<file path="src/rtl/atrc_pkg.sv">
// constants, types and field layout of the converter trigger and result control block
package atrc_pkg;

   // ----------------------------------------------------------------
   // register indices, byte address is four times the index
   // ----------------------------------------------------------------
   localparam logic [7:0] IDX_RESULT_LOW  = 8'h78;
   localparam logic [7:0] IDX_RESULT_HIGH = 8'h79;
   localparam logic [7:0] IDX_CTRL_A      = 8'h7a;
   localparam logic [7:0] IDX_CTRL_B      = 8'h7b;
   localparam logic [7:0] IDX_CHAN_REF    = 8'h7c;
   localparam logic [7:0] IDX_PIN_DISABLE = 8'h7e;

   // ----------------------------------------------------------------
   // field positions
   // ----------------------------------------------------------------
   localparam int A_ENABLE   = 7;
   localparam int A_START    = 6;
   localparam int A_AUTO     = 5;
   localparam int A_FLAG     = 4;
   localparam int A_IRQ_EN   = 3;
   localparam int M_LEFT     = 5;

   // ----------------------------------------------------------------
   // reset values and counts
   // ----------------------------------------------------------------
   localparam logic [7:0] RST_BYTE      = 8'h00;
   localparam logic [9:0] RST_RESULT    = 10'h000;
   localparam logic [4:0] FIRST_CYCLES  = 5'h19;
   localparam logic [4:0] NORMAL_CYCLES = 5'h0d;
   localparam logic [2:0] TRIG_FREE_RUN = 3'h0;
   localparam logic [2:0] DIV_CODE_MIN  = 3'h1;

   typedef enum logic [0:0] {ST_IDLE, ST_CONV} atrc_state_e;

endpackage

</file>
<file path="src/rtl/atrc_clk_div.sv">
// converter clock divider producing a one-cycle enable pulse
`timescale 1ns/1ps
`default_nettype none
module atrc_clk_div
(
   input  wire logic       i_clk,
   input  wire logic       i_rstn,
   input  wire logic       i_run,
   input  wire logic [2:0] i_sel,
   output logic            o_tick
);

   // ----------------------------------------------------------------
   // state
   // ----------------------------------------------------------------
   typedef struct packed
   {
      logic [6:0] cnt;
      logic       tick;
   } atrc_div_s;

   atrc_div_s st;
   atrc_div_s next_st;
   logic [6:0] limit;

   // codes 0 and 1 both give two, others a power of two
   always_comb
   begin
      if (i_sel <= atrc_pkg::DIV_CODE_MIN)
         limit = 7'h01;
      else
         limit = 7'((8'h01 << i_sel) - 8'h01);
   end

   // counter restarts whenever the converter is idle or off
   always_comb
   begin
      next_st = st;
      next_st.tick = 1'b0;
      if (!i_run)
         next_st.cnt = 7'h00;
      else if (st.cnt >= limit)
      begin
         next_st.cnt = 7'h00;
         next_st.tick = 1'b1;
      end
      else
         next_st.cnt = 7'(st.cnt + 7'h01);
   end

   always_ff @(posedge i_clk or negedge i_rstn)
   begin
      if (!i_rstn)
         st <= '0;
      else
         st <= next_st;
   end

   assign o_tick = st.tick;

endmodule
`default_nettype wire

</file>
<file path="src/rtl/atrc_top.sv">
// converter trigger, sequencing, result and register logic behind a wishbone slave
//
// Our own choice: the Wishbone slave port.
`timescale 1ns/1ps
`default_nettype none
module atrc_top
(
   input  wire logic       i_clk,
   input  wire logic       i_rstn,
   // wishbone classic slave
   input  wire logic       i_wb_cyc,
   input  wire logic       i_wb_stb,
   input  wire logic       i_wb_we,
   input  wire logic [9:0] i_wb_adr,
   input  wire logic [3:0] i_wb_sel,
   input  wire logic [31:0] i_wb_dat,
   output logic [31:0]     o_wb_dat,
   output logic            o_wb_ack,
   // trigger flags of sources 1..7, same clock
   input  wire logic [6:0] i_trigger_flags,
   // processor interrupt side
   input  wire logic       i_global_irq_enable,
   input  wire logic       i_irq_vector_ack,
   output logic            o_irq_request,
   // analog converter side
   input  wire logic [9:0] i_conv_result,
   output logic            o_conv_busy,
   output logic            o_conv_clk_en,
   output logic [4:0]      o_input_channel_select,
   output logic [1:0]      o_reference_select,
   // analog pins, raw digital level from the pads
   input  wire logic [7:0] i_pin_raw,
   output logic [7:0]      o_pin_digital_buffer_off,
   output logic [7:0]      o_pin_read
);

   // ----------------------------------------------------------------
   // state
   // ----------------------------------------------------------------
   typedef struct packed
   {
      logic                      ack;
      logic [7:0]                rdat;
      logic                      converter_enable;
      logic                      auto_trigger_enable;
      logic                      conversion_done_flag;
      logic                      conversion_done_irq_enable;
      logic [2:0]                converter_clock_divider_select;
      logic [2:0]                trigger_source_select;
      logic [1:0]                reference_select;
      logic                      result_left_align;
      logic [4:0]                input_channel_select;
      logic [7:0]                analog_pin_input_disable;
      atrc_pkg::atrc_state_e     state;
      logic [4:0]                cnt;
      logic                      init_done;
      logic                      lock;
      logic [9:0]                conversion_result;
      logic                      trig_prev;
      logic                      done_evt;
      logic [1:0]                act_ref;
      logic [4:0]                act_chan;
      logic [7:0]                pin_meta;
      logic [7:0]                pin_sync;
      logic [7:0]                pin_read;
   } atrc_state_s;

   atrc_state_s st;
   atrc_state_s next_st;

   logic       tick;
   logic       access;
   logic       wr_a;
   logic       sel_sig;
   logic       trig_edge;
   logic       free_run;
   logic       sw_start;
   logic       finish;
   logic [4:0] target;
   logic [7:0] idx;

   // picks one result byte in the current alignment
   function automatic logic [7:0] fmt_byte(input logic [9:0] r, input logic left,
                                           input logic high);
      logic [7:0] b;
      b = 8'h00;
      if (left)
         b = high ? r[9:2] : {r[1:0], 6'h00};
      else
         b = high ? {6'h00, r[9:8]} : r[7:0];
      return b;
   endfunction

   // ----------------------------------------------------------------
   // converter clock
   // ----------------------------------------------------------------
   atrc_clk_div u_div
   (
      .i_clk  (i_clk),
      .i_rstn (i_rstn),
      .i_run  (st.state == atrc_pkg::ST_CONV),
      .i_sel  (st.converter_clock_divider_select),
      .o_tick (tick)
   );

   // ----------------------------------------------------------------
   // decode and start conditions
   // ----------------------------------------------------------------
   // effects happen at the edge where the master sees ack
   assign idx    = i_wb_adr[9:2];
   assign access = i_wb_cyc && i_wb_stb && st.ack;
   assign wr_a   = access && i_wb_we && i_wb_sel[0] && (idx == atrc_pkg::IDX_CTRL_A);

   // code zero yields no level, so switching to it makes no edge
   always_comb
   begin
      if (st.trigger_source_select == atrc_pkg::TRIG_FREE_RUN)
         sel_sig = 1'b0;
      else
         sel_sig = i_trigger_flags[3'(st.trigger_source_select - 3'h1)];
   end

   // edge against the previously selected level; source change counts
   assign trig_edge = st.auto_trigger_enable && sel_sig && !st.trig_prev;
   // restart right after completion in free running
   assign free_run  = st.auto_trigger_enable && st.done_evt &&
                      (st.trigger_source_select == atrc_pkg::TRIG_FREE_RUN);
   assign sw_start  = wr_a && i_wb_dat[atrc_pkg::A_START] && i_wb_dat[atrc_pkg::A_ENABLE];
   // first conversion after enable runs longer
   assign target    = st.init_done ? atrc_pkg::NORMAL_CYCLES : atrc_pkg::FIRST_CYCLES;
   assign finish    = (st.state == atrc_pkg::ST_CONV) && tick &&
                      (st.cnt == 5'(target - 5'h01)) && st.converter_enable;

   // ----------------------------------------------------------------
   // next state
   // ----------------------------------------------------------------
   always_comb
   begin
      next_st = st;
      next_st.ack = i_wb_cyc && i_wb_stb && !st.ack;
      next_st.done_evt = 1'b0;
      next_st.trig_prev = sel_sig;

      // register read data, unmapped addresses read zero
      if (i_wb_cyc && i_wb_stb && !st.ack)
      begin
         unique case (idx)
            atrc_pkg::IDX_RESULT_LOW:
               next_st.rdat = fmt_byte(st.conversion_result, st.result_left_align, 1'b0);
            atrc_pkg::IDX_RESULT_HIGH:
               next_st.rdat = fmt_byte(st.conversion_result, st.result_left_align, 1'b1);
            atrc_pkg::IDX_CTRL_A:
               next_st.rdat = {st.converter_enable, (st.state == atrc_pkg::ST_CONV),
                               st.auto_trigger_enable, st.conversion_done_flag,
                               st.conversion_done_irq_enable,
                               st.converter_clock_divider_select};
            atrc_pkg::IDX_CTRL_B:
               next_st.rdat = {5'h00, st.trigger_source_select};
            atrc_pkg::IDX_CHAN_REF:
               next_st.rdat = {st.reference_select, st.result_left_align,
                               st.input_channel_select};
            atrc_pkg::IDX_PIN_DISABLE:
               next_st.rdat = st.analog_pin_input_disable;
            default:
               next_st.rdat = atrc_pkg::RST_BYTE;
         endcase
      end

      // result lock follows the read order
      if (access && !i_wb_we && (idx == atrc_pkg::IDX_RESULT_LOW))
         next_st.lock = 1'b1;
      if (access && !i_wb_we && (idx == atrc_pkg::IDX_RESULT_HIGH))
         next_st.lock = 1'b0;

      // register writes, byte lane zero only
      if (access && i_wb_we && i_wb_sel[0])
      begin
         unique case (idx)
            atrc_pkg::IDX_CTRL_A:
            begin
               next_st.converter_enable = i_wb_dat[atrc_pkg::A_ENABLE];
               next_st.auto_trigger_enable = i_wb_dat[atrc_pkg::A_AUTO];
               next_st.conversion_done_irq_enable = i_wb_dat[atrc_pkg::A_IRQ_EN];
               next_st.converter_clock_divider_select = i_wb_dat[2:0];
               if (i_wb_dat[atrc_pkg::A_FLAG])
                  next_st.conversion_done_flag = 1'b0;
            end
            // bits 7 to 3 are reserved and never stored
            atrc_pkg::IDX_CTRL_B:
               next_st.trigger_source_select = i_wb_dat[2:0];
            atrc_pkg::IDX_CHAN_REF:
            begin
               next_st.reference_select = i_wb_dat[7:6];
               next_st.result_left_align = i_wb_dat[atrc_pkg::M_LEFT];
               next_st.input_channel_select = i_wb_dat[4:0];
            end
            atrc_pkg::IDX_PIN_DISABLE:
               next_st.analog_pin_input_disable = i_wb_dat[7:0];
            default:
            begin
            end
         endcase
      end

      // vector acknowledge clears the flag
      if (i_irq_vector_ack)
         next_st.conversion_done_flag = 1'b0;

      // conversion sequencer
      unique case (st.state)
         atrc_pkg::ST_IDLE:
         begin
            // selections only move while idle
            next_st.act_ref = st.reference_select;
            next_st.act_chan = st.input_channel_select;
            next_st.cnt = 5'h00;
            if (sw_start || (st.converter_enable && (trig_edge || free_run)))
            begin
               next_st.state = atrc_pkg::ST_CONV;
               next_st.act_ref = sw_start ? next_st.reference_select : st.reference_select;
               next_st.act_chan = sw_start ? next_st.input_channel_select
                                           : st.input_channel_select;
            end
         end
         atrc_pkg::ST_CONV:
         begin
            if (tick)
               next_st.cnt = 5'(st.cnt + 5'h01);
            if (finish)
            begin
               next_st.state = atrc_pkg::ST_IDLE;
               next_st.init_done = 1'b1;
               next_st.done_evt = 1'b1;
               // a locked result is kept, the new sample is dropped
               if (!next_st.lock)
                  next_st.conversion_result = i_conv_result;
               next_st.conversion_done_flag = 1'b1; // set beats any clear
            end
         end
      endcase

      // disabling aborts and forces the long first conversion again
      if (!next_st.converter_enable)
      begin
         next_st.state = atrc_pkg::ST_IDLE;
         next_st.init_done = 1'b0;
         next_st.cnt = 5'h00;
      end

      // pad levels cross two flops, then masked by the disable bits
      next_st.pin_meta = i_pin_raw;
      next_st.pin_sync = st.pin_meta;
      next_st.pin_read = st.pin_sync & ~st.analog_pin_input_disable;
   end

   // everything clears on reset
   always_ff @(posedge i_clk or negedge i_rstn)
   begin
      if (!i_rstn)
         st <= '0;
      else
         st <= next_st;
   end

   // ----------------------------------------------------------------
   // outputs
   // ----------------------------------------------------------------
   assign o_wb_ack = st.ack;
   assign o_wb_dat = {24'h000000, st.rdat};
   // three-way gate on the interrupt request
   assign o_irq_request = st.conversion_done_flag && st.conversion_done_irq_enable &&
                          i_global_irq_enable;
   assign o_conv_busy = (st.state == atrc_pkg::ST_CONV);
   assign o_conv_clk_en = tick && (st.state == atrc_pkg::ST_CONV);
   assign o_input_channel_select = st.act_chan;
   assign o_reference_select = st.act_ref;
   assign o_pin_digital_buffer_off = st.analog_pin_input_disable;
   assign o_pin_read = st.pin_read;
endmodule
`default_nettype wire

</file>
<file path="config.mk">
export PLATFORM = sky130hd
export DESIGN_NAME = atrc_top
export DESIGN_NICKNAME = d
export VERILOG_FILES = /design/src/rtl/atrc_pkg.sv /design/src/rtl/atrc_clk_div.sv /design/src/rtl/atrc_top.sv
export SDC_FILE = /design/constraint.sdc
export NUM_CORES = 1
export LEC_CHECK = 0
export ABC_AREA = 1
export BUFFER_PORTS_ARGS = -buffer_cell sky130_fd_sc_hd__buf_2
export CAP_MARGIN = 20
export CORE_UTILIZATION = 47
export CTS_CLUSTER_DIAMETER = 80
export DETAILED_ROUTE_END_ITERATION = 6
export HOLD_SLACK_MARGIN = 0.06
export PLACE_DENSITY = 0.76
export RECOVER_POWER = 25
export SYNTH_ARGS = -nofsm -noshare
export SYNTH_HDL_FRONTEND = slang
export SYNTH_HIERARCHICAL = 1
export SYNTH_SLANG_ARGS = --single-unit
</file>
<file path="constraint.sdc">
create_clock -name i_clk -period 2.3 [get_ports i_clk]
set_clock_uncertainty 0.1 [all_clocks]
set_input_delay 0.115 -clock i_clk [delete_from_list [all_inputs] [get_ports i_clk]]
set_output_delay 0.115 -clock i_clk [all_outputs]
set_load 0.1 [all_outputs]
</file>
# Word-level counts from Yosys, hierarchy flattened
# Index checks and enable logic that the tools add are counted.
# totals
regBits	94
out_inout_bits	59
in_bits	78
# op_classes
n_addsub	5
n_reduce_logical	33
eq_ne	10
muxes	35
magnitude_cmp	3
shift	1
n_bitwise	4
# op_table
operator	count
equality test 8 x 7 -> 1 bit (second input constant)	6
case mux 8 bit (6 select lines)	1
two-way mux 7 bit	6
two-way mux 8 bit	4
two-way mux 26 bit	1
logical AND 1 bit	21
two-way mux 1 bit	16
two-way mux 5 bit	3
case mux 6 bit (2 select lines)	1
AND reduction 2 bit	5
AND 8 bit	1
inverter 8 bit	1
adder 7 x 1 -> 7 bit (second input constant)	1
greater-or-equal comparator 7 bit	1
<< shifter 1 x 3 -> 7 bit (first input constant)	1
subtractor 7 x 1 -> 7 bit (second input constant)	1
adder 5 x 1 -> 5 bit (second input constant)	1
equality test 5 bit	1
subtractor 5 x 1 -> 5 bit (second input constant)	1
less-than comparator 3 x 4 -> 1 bit (second input constant)	1
binary-select mux 1 bit (select 3 bit)	1
<= comparator 3 x 1 -> 1 bit (second input constant)	1
logical NOT 1 bit	3
logical NOT 3 bit	1
9 further kinds	11

# Longest topological paths before layout
# Gate-level depths: netlist of the first run.
# depth
word_depth	12
mapped_depth	14
mapped_depth_nobuf	14

# Modules after synthesis
# Netlist of the first run, hierarchy kept.
# modules_own_cells
module	seq_area_each_um2	n_inst	area_per_inst_um2	cells_per_inst
atrc_top	2152.1	1	4166.5	496
atrc_clk_div	200.2	1	648.1	90

# Least setup slack after synthesis of the first run
# No wires, ideal clock.
# synth_path
kind	register to register
start	register st (netlist bit o_conv_busy)
end	register st[34] (netlist name)
stages_incl_launch_ff	8
arrival_ns	2.242
required_ns	2.135
path_slack_ns	-0.107
synth_period_minus_slack_ns	2.407
path_cell_list	dfrtp_1 > nand2_1 > inv_2 > nand4_1 > a21oi_2 > buf_4 > nand3_1 > nand2_1
# synth_via
elab_chain_cells	4
# synth_lines
element	line	text
start: declaration	atrc_top.sv:68	atrc_state_s st;
start signal: assignment	atrc_top.sv:262	st <= next_st;
logical AND 1 bit	-	
named net o_conv_clk_en	atrc_top.sv:28	output logic o_conv_clk_en,
logical AND 1 bit	atrc_top.sv:131	assign finish = (st.state == atrc_pkg::ST_CONV) && tick &&
logical AND 1 bit	atrc_top.sv:132	(st.cnt == 5'(target - 5'h01)) && st.converter_enable;
AND reduction 3 bit (no line)	-	
# The timed path passes the listed nets, and every way through them passes these cells.
# A chain may end at the register's enable or synchronous reset.

==> summary.txt, run 1 <==
Place
  • IO buf count: 83
  • Placed cell areas: 5110 um^2
  • GPL Wtd Cong: 0.855
  • HPWL Detailed: 7460 um

Logic synthesis
  • #FFs+latches synth: 94
  • Mux contribution to synthesized area: 0
  • Post-synthesis sequential area ratio: 0.489
  • Main area contributors after synthesis: dfrtp_1 (49%), nand2_1 (13%), buf_4 (8.9%)
  • Top cells by count, synth: nand2_1 (171), dfrtp_1 (94), inv_1 (63), buf_4 (57), nor2_1 (39)
  • Synth Area in Compound Gates: 0.0676
  • Post-synth ARST share: 1.00
  • Post-Synth Simple-Gate Area: 0.249
  • Largest family of logic cells by synthesized area: simple AND/OR/NAND/NOR gates
  • Synthesized cell area: 4810 um^2
  • YS warnings: 6
  • Synth Area in Adders: 0.0338
  • Average cell area after synthesis: 8.22 um^2
  • Synth unique cells: 36
  • Main flop type after synthesis: dfrtp_1
  • Cell taking the most area after synthesis: dfrtp_1
  • Cells after Synth: 586
  • EDFF count, synth: 0
  • Most frequent cell after synthesis: nand2_1
  • Synth Area in XOR/XNOR: 0.00910
  • Top-area cell type share of the netlist area: 0.489

Power and ir drop
  • Pwr/cell area: 583 nW/um^2
  • Leak pwr: 2.97 nW
  • Peak VDD IR: 0.000325 V

Cells and area
  • Filler Cell Count: 887
  • Layout Nets: 771
  • Post-route cell area: 5670 um^2
  • Fraction of layout cells with a size suffix above 1: 0.215
  • Antenna diodes: 0
  • Area grow syn2layout: 17.9%

Critical path
  • CP startpoint kind: register
  • Crit path DAT: 2.49 ns
  • WP data required: 2.52 ns
  • Critical path class: reg -> reg
  • Reg2reg path depth: 11
  • Critical path endpoint category: register
  • Worst Path Max Fanout: 7
  • FF-to-FF End: u_div/st[3]$_DFF_PN0_
  • Worst r2r src: st[71]$_DFFE_PN0N_
  • Flop2flop setup slack: 0.03 ns

STA
  • Rel. slew slack: 0.335
  • Endpoints failing setup: 0
  • Number of max-slew violations in the final report: 0
  • RSZ-0062 raised after global routing: true
  • Minimum clock period after layout: 2.27 ns
  • Hold slack: 0.0905 ns
  • Final Hold Vio Count: 0
  • Worst-margin pin slew: 0.998 ns
  • Tcrit/Tclk final: 0.987
  • Fmax: 0.441 GHz

Floorplanning
  • Io pins: 137
  • Rows: 36
  • Die H: 103 um
  • Starting Density: 0.488
  • Core area: 9860 um^2
  • Die area: 10700 um^2
  • Die width: 103 um

Global routing
  • Initial antenna violation count: 0
  • Largest net degree at the start of global routing: 56
  • Global-route wire length before repair: 16900 um
  • Vias in the first global route: 3619
  • GRT Total Usage: 0.211
  • Global route overflow: 0

Clock tree
  • Number of clock sinks: 94
  • Htree depth: 3
  • CTS tree: yes
  • Worst skew pair latency: 0.37 ns
  • Clock Path Buffers: 2
  • Clk pin slew, worst setup/hold paths: 0.09 ns
  • Clk root buf: clkbuf_8
  • Num CTS Buffers: 9

Routing
  • DR vias: 3918
  • Vias per inst: 4.80
  • Total wire length: 10400 um
  • Detailed-route wire length per cell: 12.7 um
  • Number of routed nets with antenna violations: 0
  • DRT Pass-1 Iters: 7
  • DRC viols: 0
  • Initial drt markers: 189

Worst hold path
  • Hold Crit Class: in -> reg
  • Min-Delay Startpoint: i_wb_we
  • Hold endpoint: st[43]$_DFF_PN0_
  • Hold Path Depth: 4

Run status
  • Run status: completed

Flow run
  • Max cap viols: 0
worst max path at each step:
| stage | from | end | slack [ns] | cells past startpoint |
|---|---|---|---|---|
| after floorplan | st[71]$_DFFE_PN0N_ | u_div/st[6]$_DFF_PN0_ | 0.003 | 11 |
| after global placement | st[71]$_DFFE_PN0N_ | u_div/st[7]$_DFF_PN0_ | -0.05 | 11 |
| after detailed placement | st[71]$_DFFE_PN0N_ | u_div/st[3]$_DFF_PN0_ | -0.12 | 11 |
| after CTS | st[70]$_DFFE_PN0N_ | u_div/st[3]$_DFF_PN0_ | -0.03 | 11 |
| after global routing | st[71]$_DFFE_PN0N_ | u_div/st[3]$_DFF_PN0_ | -0.09 | 11 |
| final | st[71]$_DFFE_PN0N_ | u_div/st[3]$_DFF_PN0_ | 0.03 | 11 |
kinds of logic (layout without fill, tap and decap cells):
kind of cell             count (synthesis)  in the layout
AO/OA/AOI/OAI                           59             59
buffers and inverters                  132            207
XOR/XNOR                                 5              5
AND/OR/NAND/NOR                        281            281
other                                    2             25
adder cells (fa/ha/maj)                 13             13
flip-flops                              94             94
through the flow:
stage          TNS, ns   util  setup WS (ns)  instances  power, W
6_report             0  0.575         0.0304        817   0.00331
5_1_grt         -0.528  0.575        -0.0872        817   0.00343
4_1_cts        -0.0283  0.570        -0.0258        816   0.00333
3_5_place_dp    -0.747  0.518         -0.116        771   0.00221
3_3_place_gp    -0.271  0.518        -0.0496        771   0.00220
2_1_floorplan        0      -        0.00284        609   0.00215
state kept, by name (all words and copies together) (netlist names):
register,count
o_conv_busy,1
o_pin_digital_buffer_off,8
o_reference_select,2
u_div/st,7
o_wb_ack,1
o_input_channel_select,5
o_pin_read,8
o_wb_dat,8
u_div/o_tick,1
st,45
next_st,8
per-layer routing:
layer	track usage	vias up	part of all wire
met3	0.0457	16	0.052
met4	0.0878	0	0.018
met5	0	-	0
met2	0.332	115	0.47
li1	-	1932	-
met1	0.285	1855	0.46
layout make-up:
type	count	area, um^2	share of cell area
timing repair buffer	125	816	0.144
tap	133	166	0.0293
multi-input combinational	383	1900	0.334
clock buffer	11	141	0.0249
clock inverter	4	48.8	0.00860
inverter	67	253	0.0445
sequential	94	2350	0.415
power by group:
group	leakage (nW)	switching, W	total, W	internal (W)
registers	1.24	0.0000128	0.00170	0.00168
clock network	0.0992	0.000566	0.00109	0.000525
logic	1.63	0.000419	0.000518	0.0000985
timing repair:
action                                  in CTS  in global routing
endpoints found under the setup margin       8                  8
pin swaps                                    9                  7
gates resized for setup                      7                  9
hold endpoints to repair                    83                  0
hold buffers                                29                  0
setup buffers                                1                  1
worst max-delay path, cell delays in order (launching register included):
cell and delay [ns]:
dfrtp_1 0.39, or2_1 0.25, or2_1 0.24, ha_4 0.19, xnor2_4 0.13, a31oi_1 0.10
ha_1 0.32, a21oi_2 0.13, nand2_1 0.07, nand2_2 0.08, nand2_4 0.09, nor2_2 0.12
layout by cell type (no fill, tap or decap), types with 4 or more instances in the layout:
cell	instances
nand2_1	168
dfrtp_1	93
buf_2	82
inv_1	63
nand3_1	36
nor2_1	36
dlygate4sd3_1	29
o21ai_0	28
conb_1	25
o21ai_1	12
buf_4	12
ha_1	11
nand2_2	10
clkbuf_8	10
nor2_2	9
a21oi_1	6
nand4_1	5
nor3_1	4
xor2_1	4
No activity file was read; power rests on OpenSTA's default activity.
==> inputs of run 2 (changes only) <==
--- a/config.mk
+++ b/config.mk
@@ -8,6 +8,7 @@
 export ABC_AREA = 1
 export BUFFER_PORTS_ARGS = -buffer_cell sky130_fd_sc_hd__buf_2
 export CAP_MARGIN = 20
+export CORE_ASPECT_RATIO = 0.5
 export CORE_UTILIZATION = 47
 export CTS_CLUSTER_DIAMETER = 80
 export DETAILED_ROUTE_END_ITERATION = 6
==> run 2 against run 1 <==
- the flow now finishes with violations (capacitance limit, slew limit, setup timing)
- flip-flop and latch count is the same
- final area grew 1.6%
- power grew 12%
- sequential power is essentially flat
- die area grew 0.24%
- setup slack lost 0.096 ns
- global-route usage grew 0.66 points
- hold slack lost 0.0019 ns
- critical path type unchanged
- largest power group unchanged
==> summary.txt, run 2 (same netlist as run 1, synthesis figures left out) <==
STA
  • Endpoints failing setup: 8
  • Minimum clock period after layout: 2.37 ns
  • Tcrit/Tclk final: 1.03
  • Final Hold Vio Count: 0
  • Final WS setup: -0.0660 ns
  • RSZ-0062 raised after global routing: true
  • Fmax: 0.423 GHz
  • Hold slack: 0.0887 ns
  • Worst-margin pin slew: 1.54 ns
  • Rel. slew slack: -0.0249
  • Number of max-slew violations in the final report: 31

Clock tree
  • CTS tree: yes
  • Clk pin slew, worst setup/hold paths: 0.06 ns
  • Number of clock sinks: 94
  • Clock Path Buffers: 2
  • Htree depth: 3
  • Clk root buf: clkbuf_16
  • Num CTS Buffers: 9
  • Worst skew pair latency: 0.34 ns

Routing
  • Vias per inst: 4.78
  • DRC viols: 0
  • DRT Pass-1 Iters: 5
  • Detailed-route wire length per cell: 13.2 um
  • Total wire length: 10800 um
  • DR vias: 3932
  • Initial drt markers: 303
  • Number of routed nets with antenna violations: 0

Cells and area
  • Largest Register: st
  • Post-route cell area: 5760 um^2
  • Leading cell types in the layout, fill and taps excluded: nand2_1 (169), dfrtp_1 (93), buf_2 (83), inv_1 (63), nor2_1 (37)
  • Post-route insts no fill: 822
  • Antenna diodes: 0
  • Most common cell after layout, fill and taps aside: nand2_1
  • Layout Nets: 773
  • Max reg flops: 45
  • Area grow syn2layout: 19.7%
  • Fraction of layout cells with a size suffix above 1: 0.214

Critical path
  • CP startpoint kind: register
  • WP data required: 2.48 ns
  • Crit path DAT: 2.54 ns
  • Max stage delay on crit path: 0.37 ns
  • CP max-delay cell: dfrtp_1
  • Critical path class: reg -> reg
  • Critical path endpoint category: register
  • Cell mode on critical path: or2_1
  • Worst Path Max Fanout: 7
  • Critical Path, Cell by Cell: or2_1, or2_1, ha_4, xnor2_2, a31oi_2, ha_1, a21oi_2, nand2_1, nand2_2, nand2_4, nor2_1

Floorplanning
  • Die H: 73.6 um
  • Die area: 10700 um^2
  • Core area: 9700 um^2
  • Die width: 145 um
  • Starting Density: 0.497
  • Rows: 25
  • Io pins: 137

Global routing
  • Initial antenna violation count: 0
  • GRT Total Usage: 0.218
  • Global route overflow: 0
  • Largest net degree at the start of global routing: 31
  • Vias in the first global route: 3669
  • Global-route wire length before repair: 17800 um

Place
  • Placed cell areas: 5120 um^2
  • IO buf count: 83
  • HPWL Detailed: 7610 um
  • Setup WS pre-CTS: -0.151 ns
  • Inst Count DP: 776
  • GPL Wtd Cong: 0.911

Power and ir drop
  • Leak pwr: 3.02 nW
  • Peak VDD IR: 0.000367 V
  • Pwr/cell area: 644 nW/um^2
  • Power Total: 0.00371 W

Run status
  • Failing checks: capacitance limit, slew limit, setup timing
  • Run status: complete, but fails checks

Worst hold path
  • Hold Crit Class: in -> reg

Flow run
  • Max cap viols: 1
-- run 2: routing by layer --
layer  wire, um  vias up  global-route usage
met1       5080     1854               0.287
met2       4960      118               0.356
met4        147        0              0.0678
met3        629       14              0.0590
li1           -     1946                   -
met5          0        -                   0
-- run 2: through the flow --
stage               TNS [ns]   util
floorplan                  0      -
global placement      -0.217  0.528
detailed placement    -0.918  0.528
CTS                        0  0.594
global route           -2.59  0.594
finish                -0.399  0.594
-- run 2: cell type report --
type / count / area, um^2
clock buffers: 12 / 256
clock inverters: 4 / 45.0
fillers: 866 / 3930
inverters: 67 / 253
multi-input cells: 383 / 1870
flip-flops and latches: 94 / 2350
well taps: 135 / 169
repair buffers: 127 / 815
-- run 2: final timing paths --
path                       depth (start not counted)                  start                      end  slack (ns)
max in group asynchronous                          4                 i_rstn    next_st[14]$_DFF_PN0_        0.29
hold / removal                                     4               i_wb_cyc       o_wb_ack$_DFF_PN0_        0.09
setup reg to reg                                  11     st[71]$_DFFE_PN0N_    u_div/st[4]$_DFF_PN0_       -0.07
hold reg to reg                                    0  next_st[14]$_DFF_PN0_         st[14]$_DFF_PN0_        0.24
min in group asynchronous                          2                 i_rstn  o_pin_read[7]$_DFF_PN0_        0.57
setup / recovery                                  11     st[71]$_DFFE_PN0N_    u_div/st[4]$_DFF_PN0_       -0.07
-- run 2: where the power goes --
part | internal (W) | leakage (nW) | switching [W]
Sequential | 0.00169 | 1.24 | 0.0000130
Clock | 0.000896 | 0.152 | 0.000596
Combinational | 0.0000987 | 1.63 | 0.000420
Total | 0.00268 | 3.02 | 0.00103
-- run 2: worst max-delay path: cells and delay by family, from the launching register on --
kind            cells  cell delay, ns
xor+xnor            1            0.16
fa+ha+maj           2            0.53
compound gates      2            0.27
flops               1            0.37
simple gates        6            0.86
-- run 2: what timing repair did --
| action | CTS | global route |
|---|---|---|
| pin swaps | 5 | 3 |
| setup endpoints to repair | 8 | 8 |
| resized for setup | 9 | 3 |
| hold buffers | 29 | 0 |
| buffers inserted | 1 | 0 |
| hold endpoints to repair | 127 | 0 |
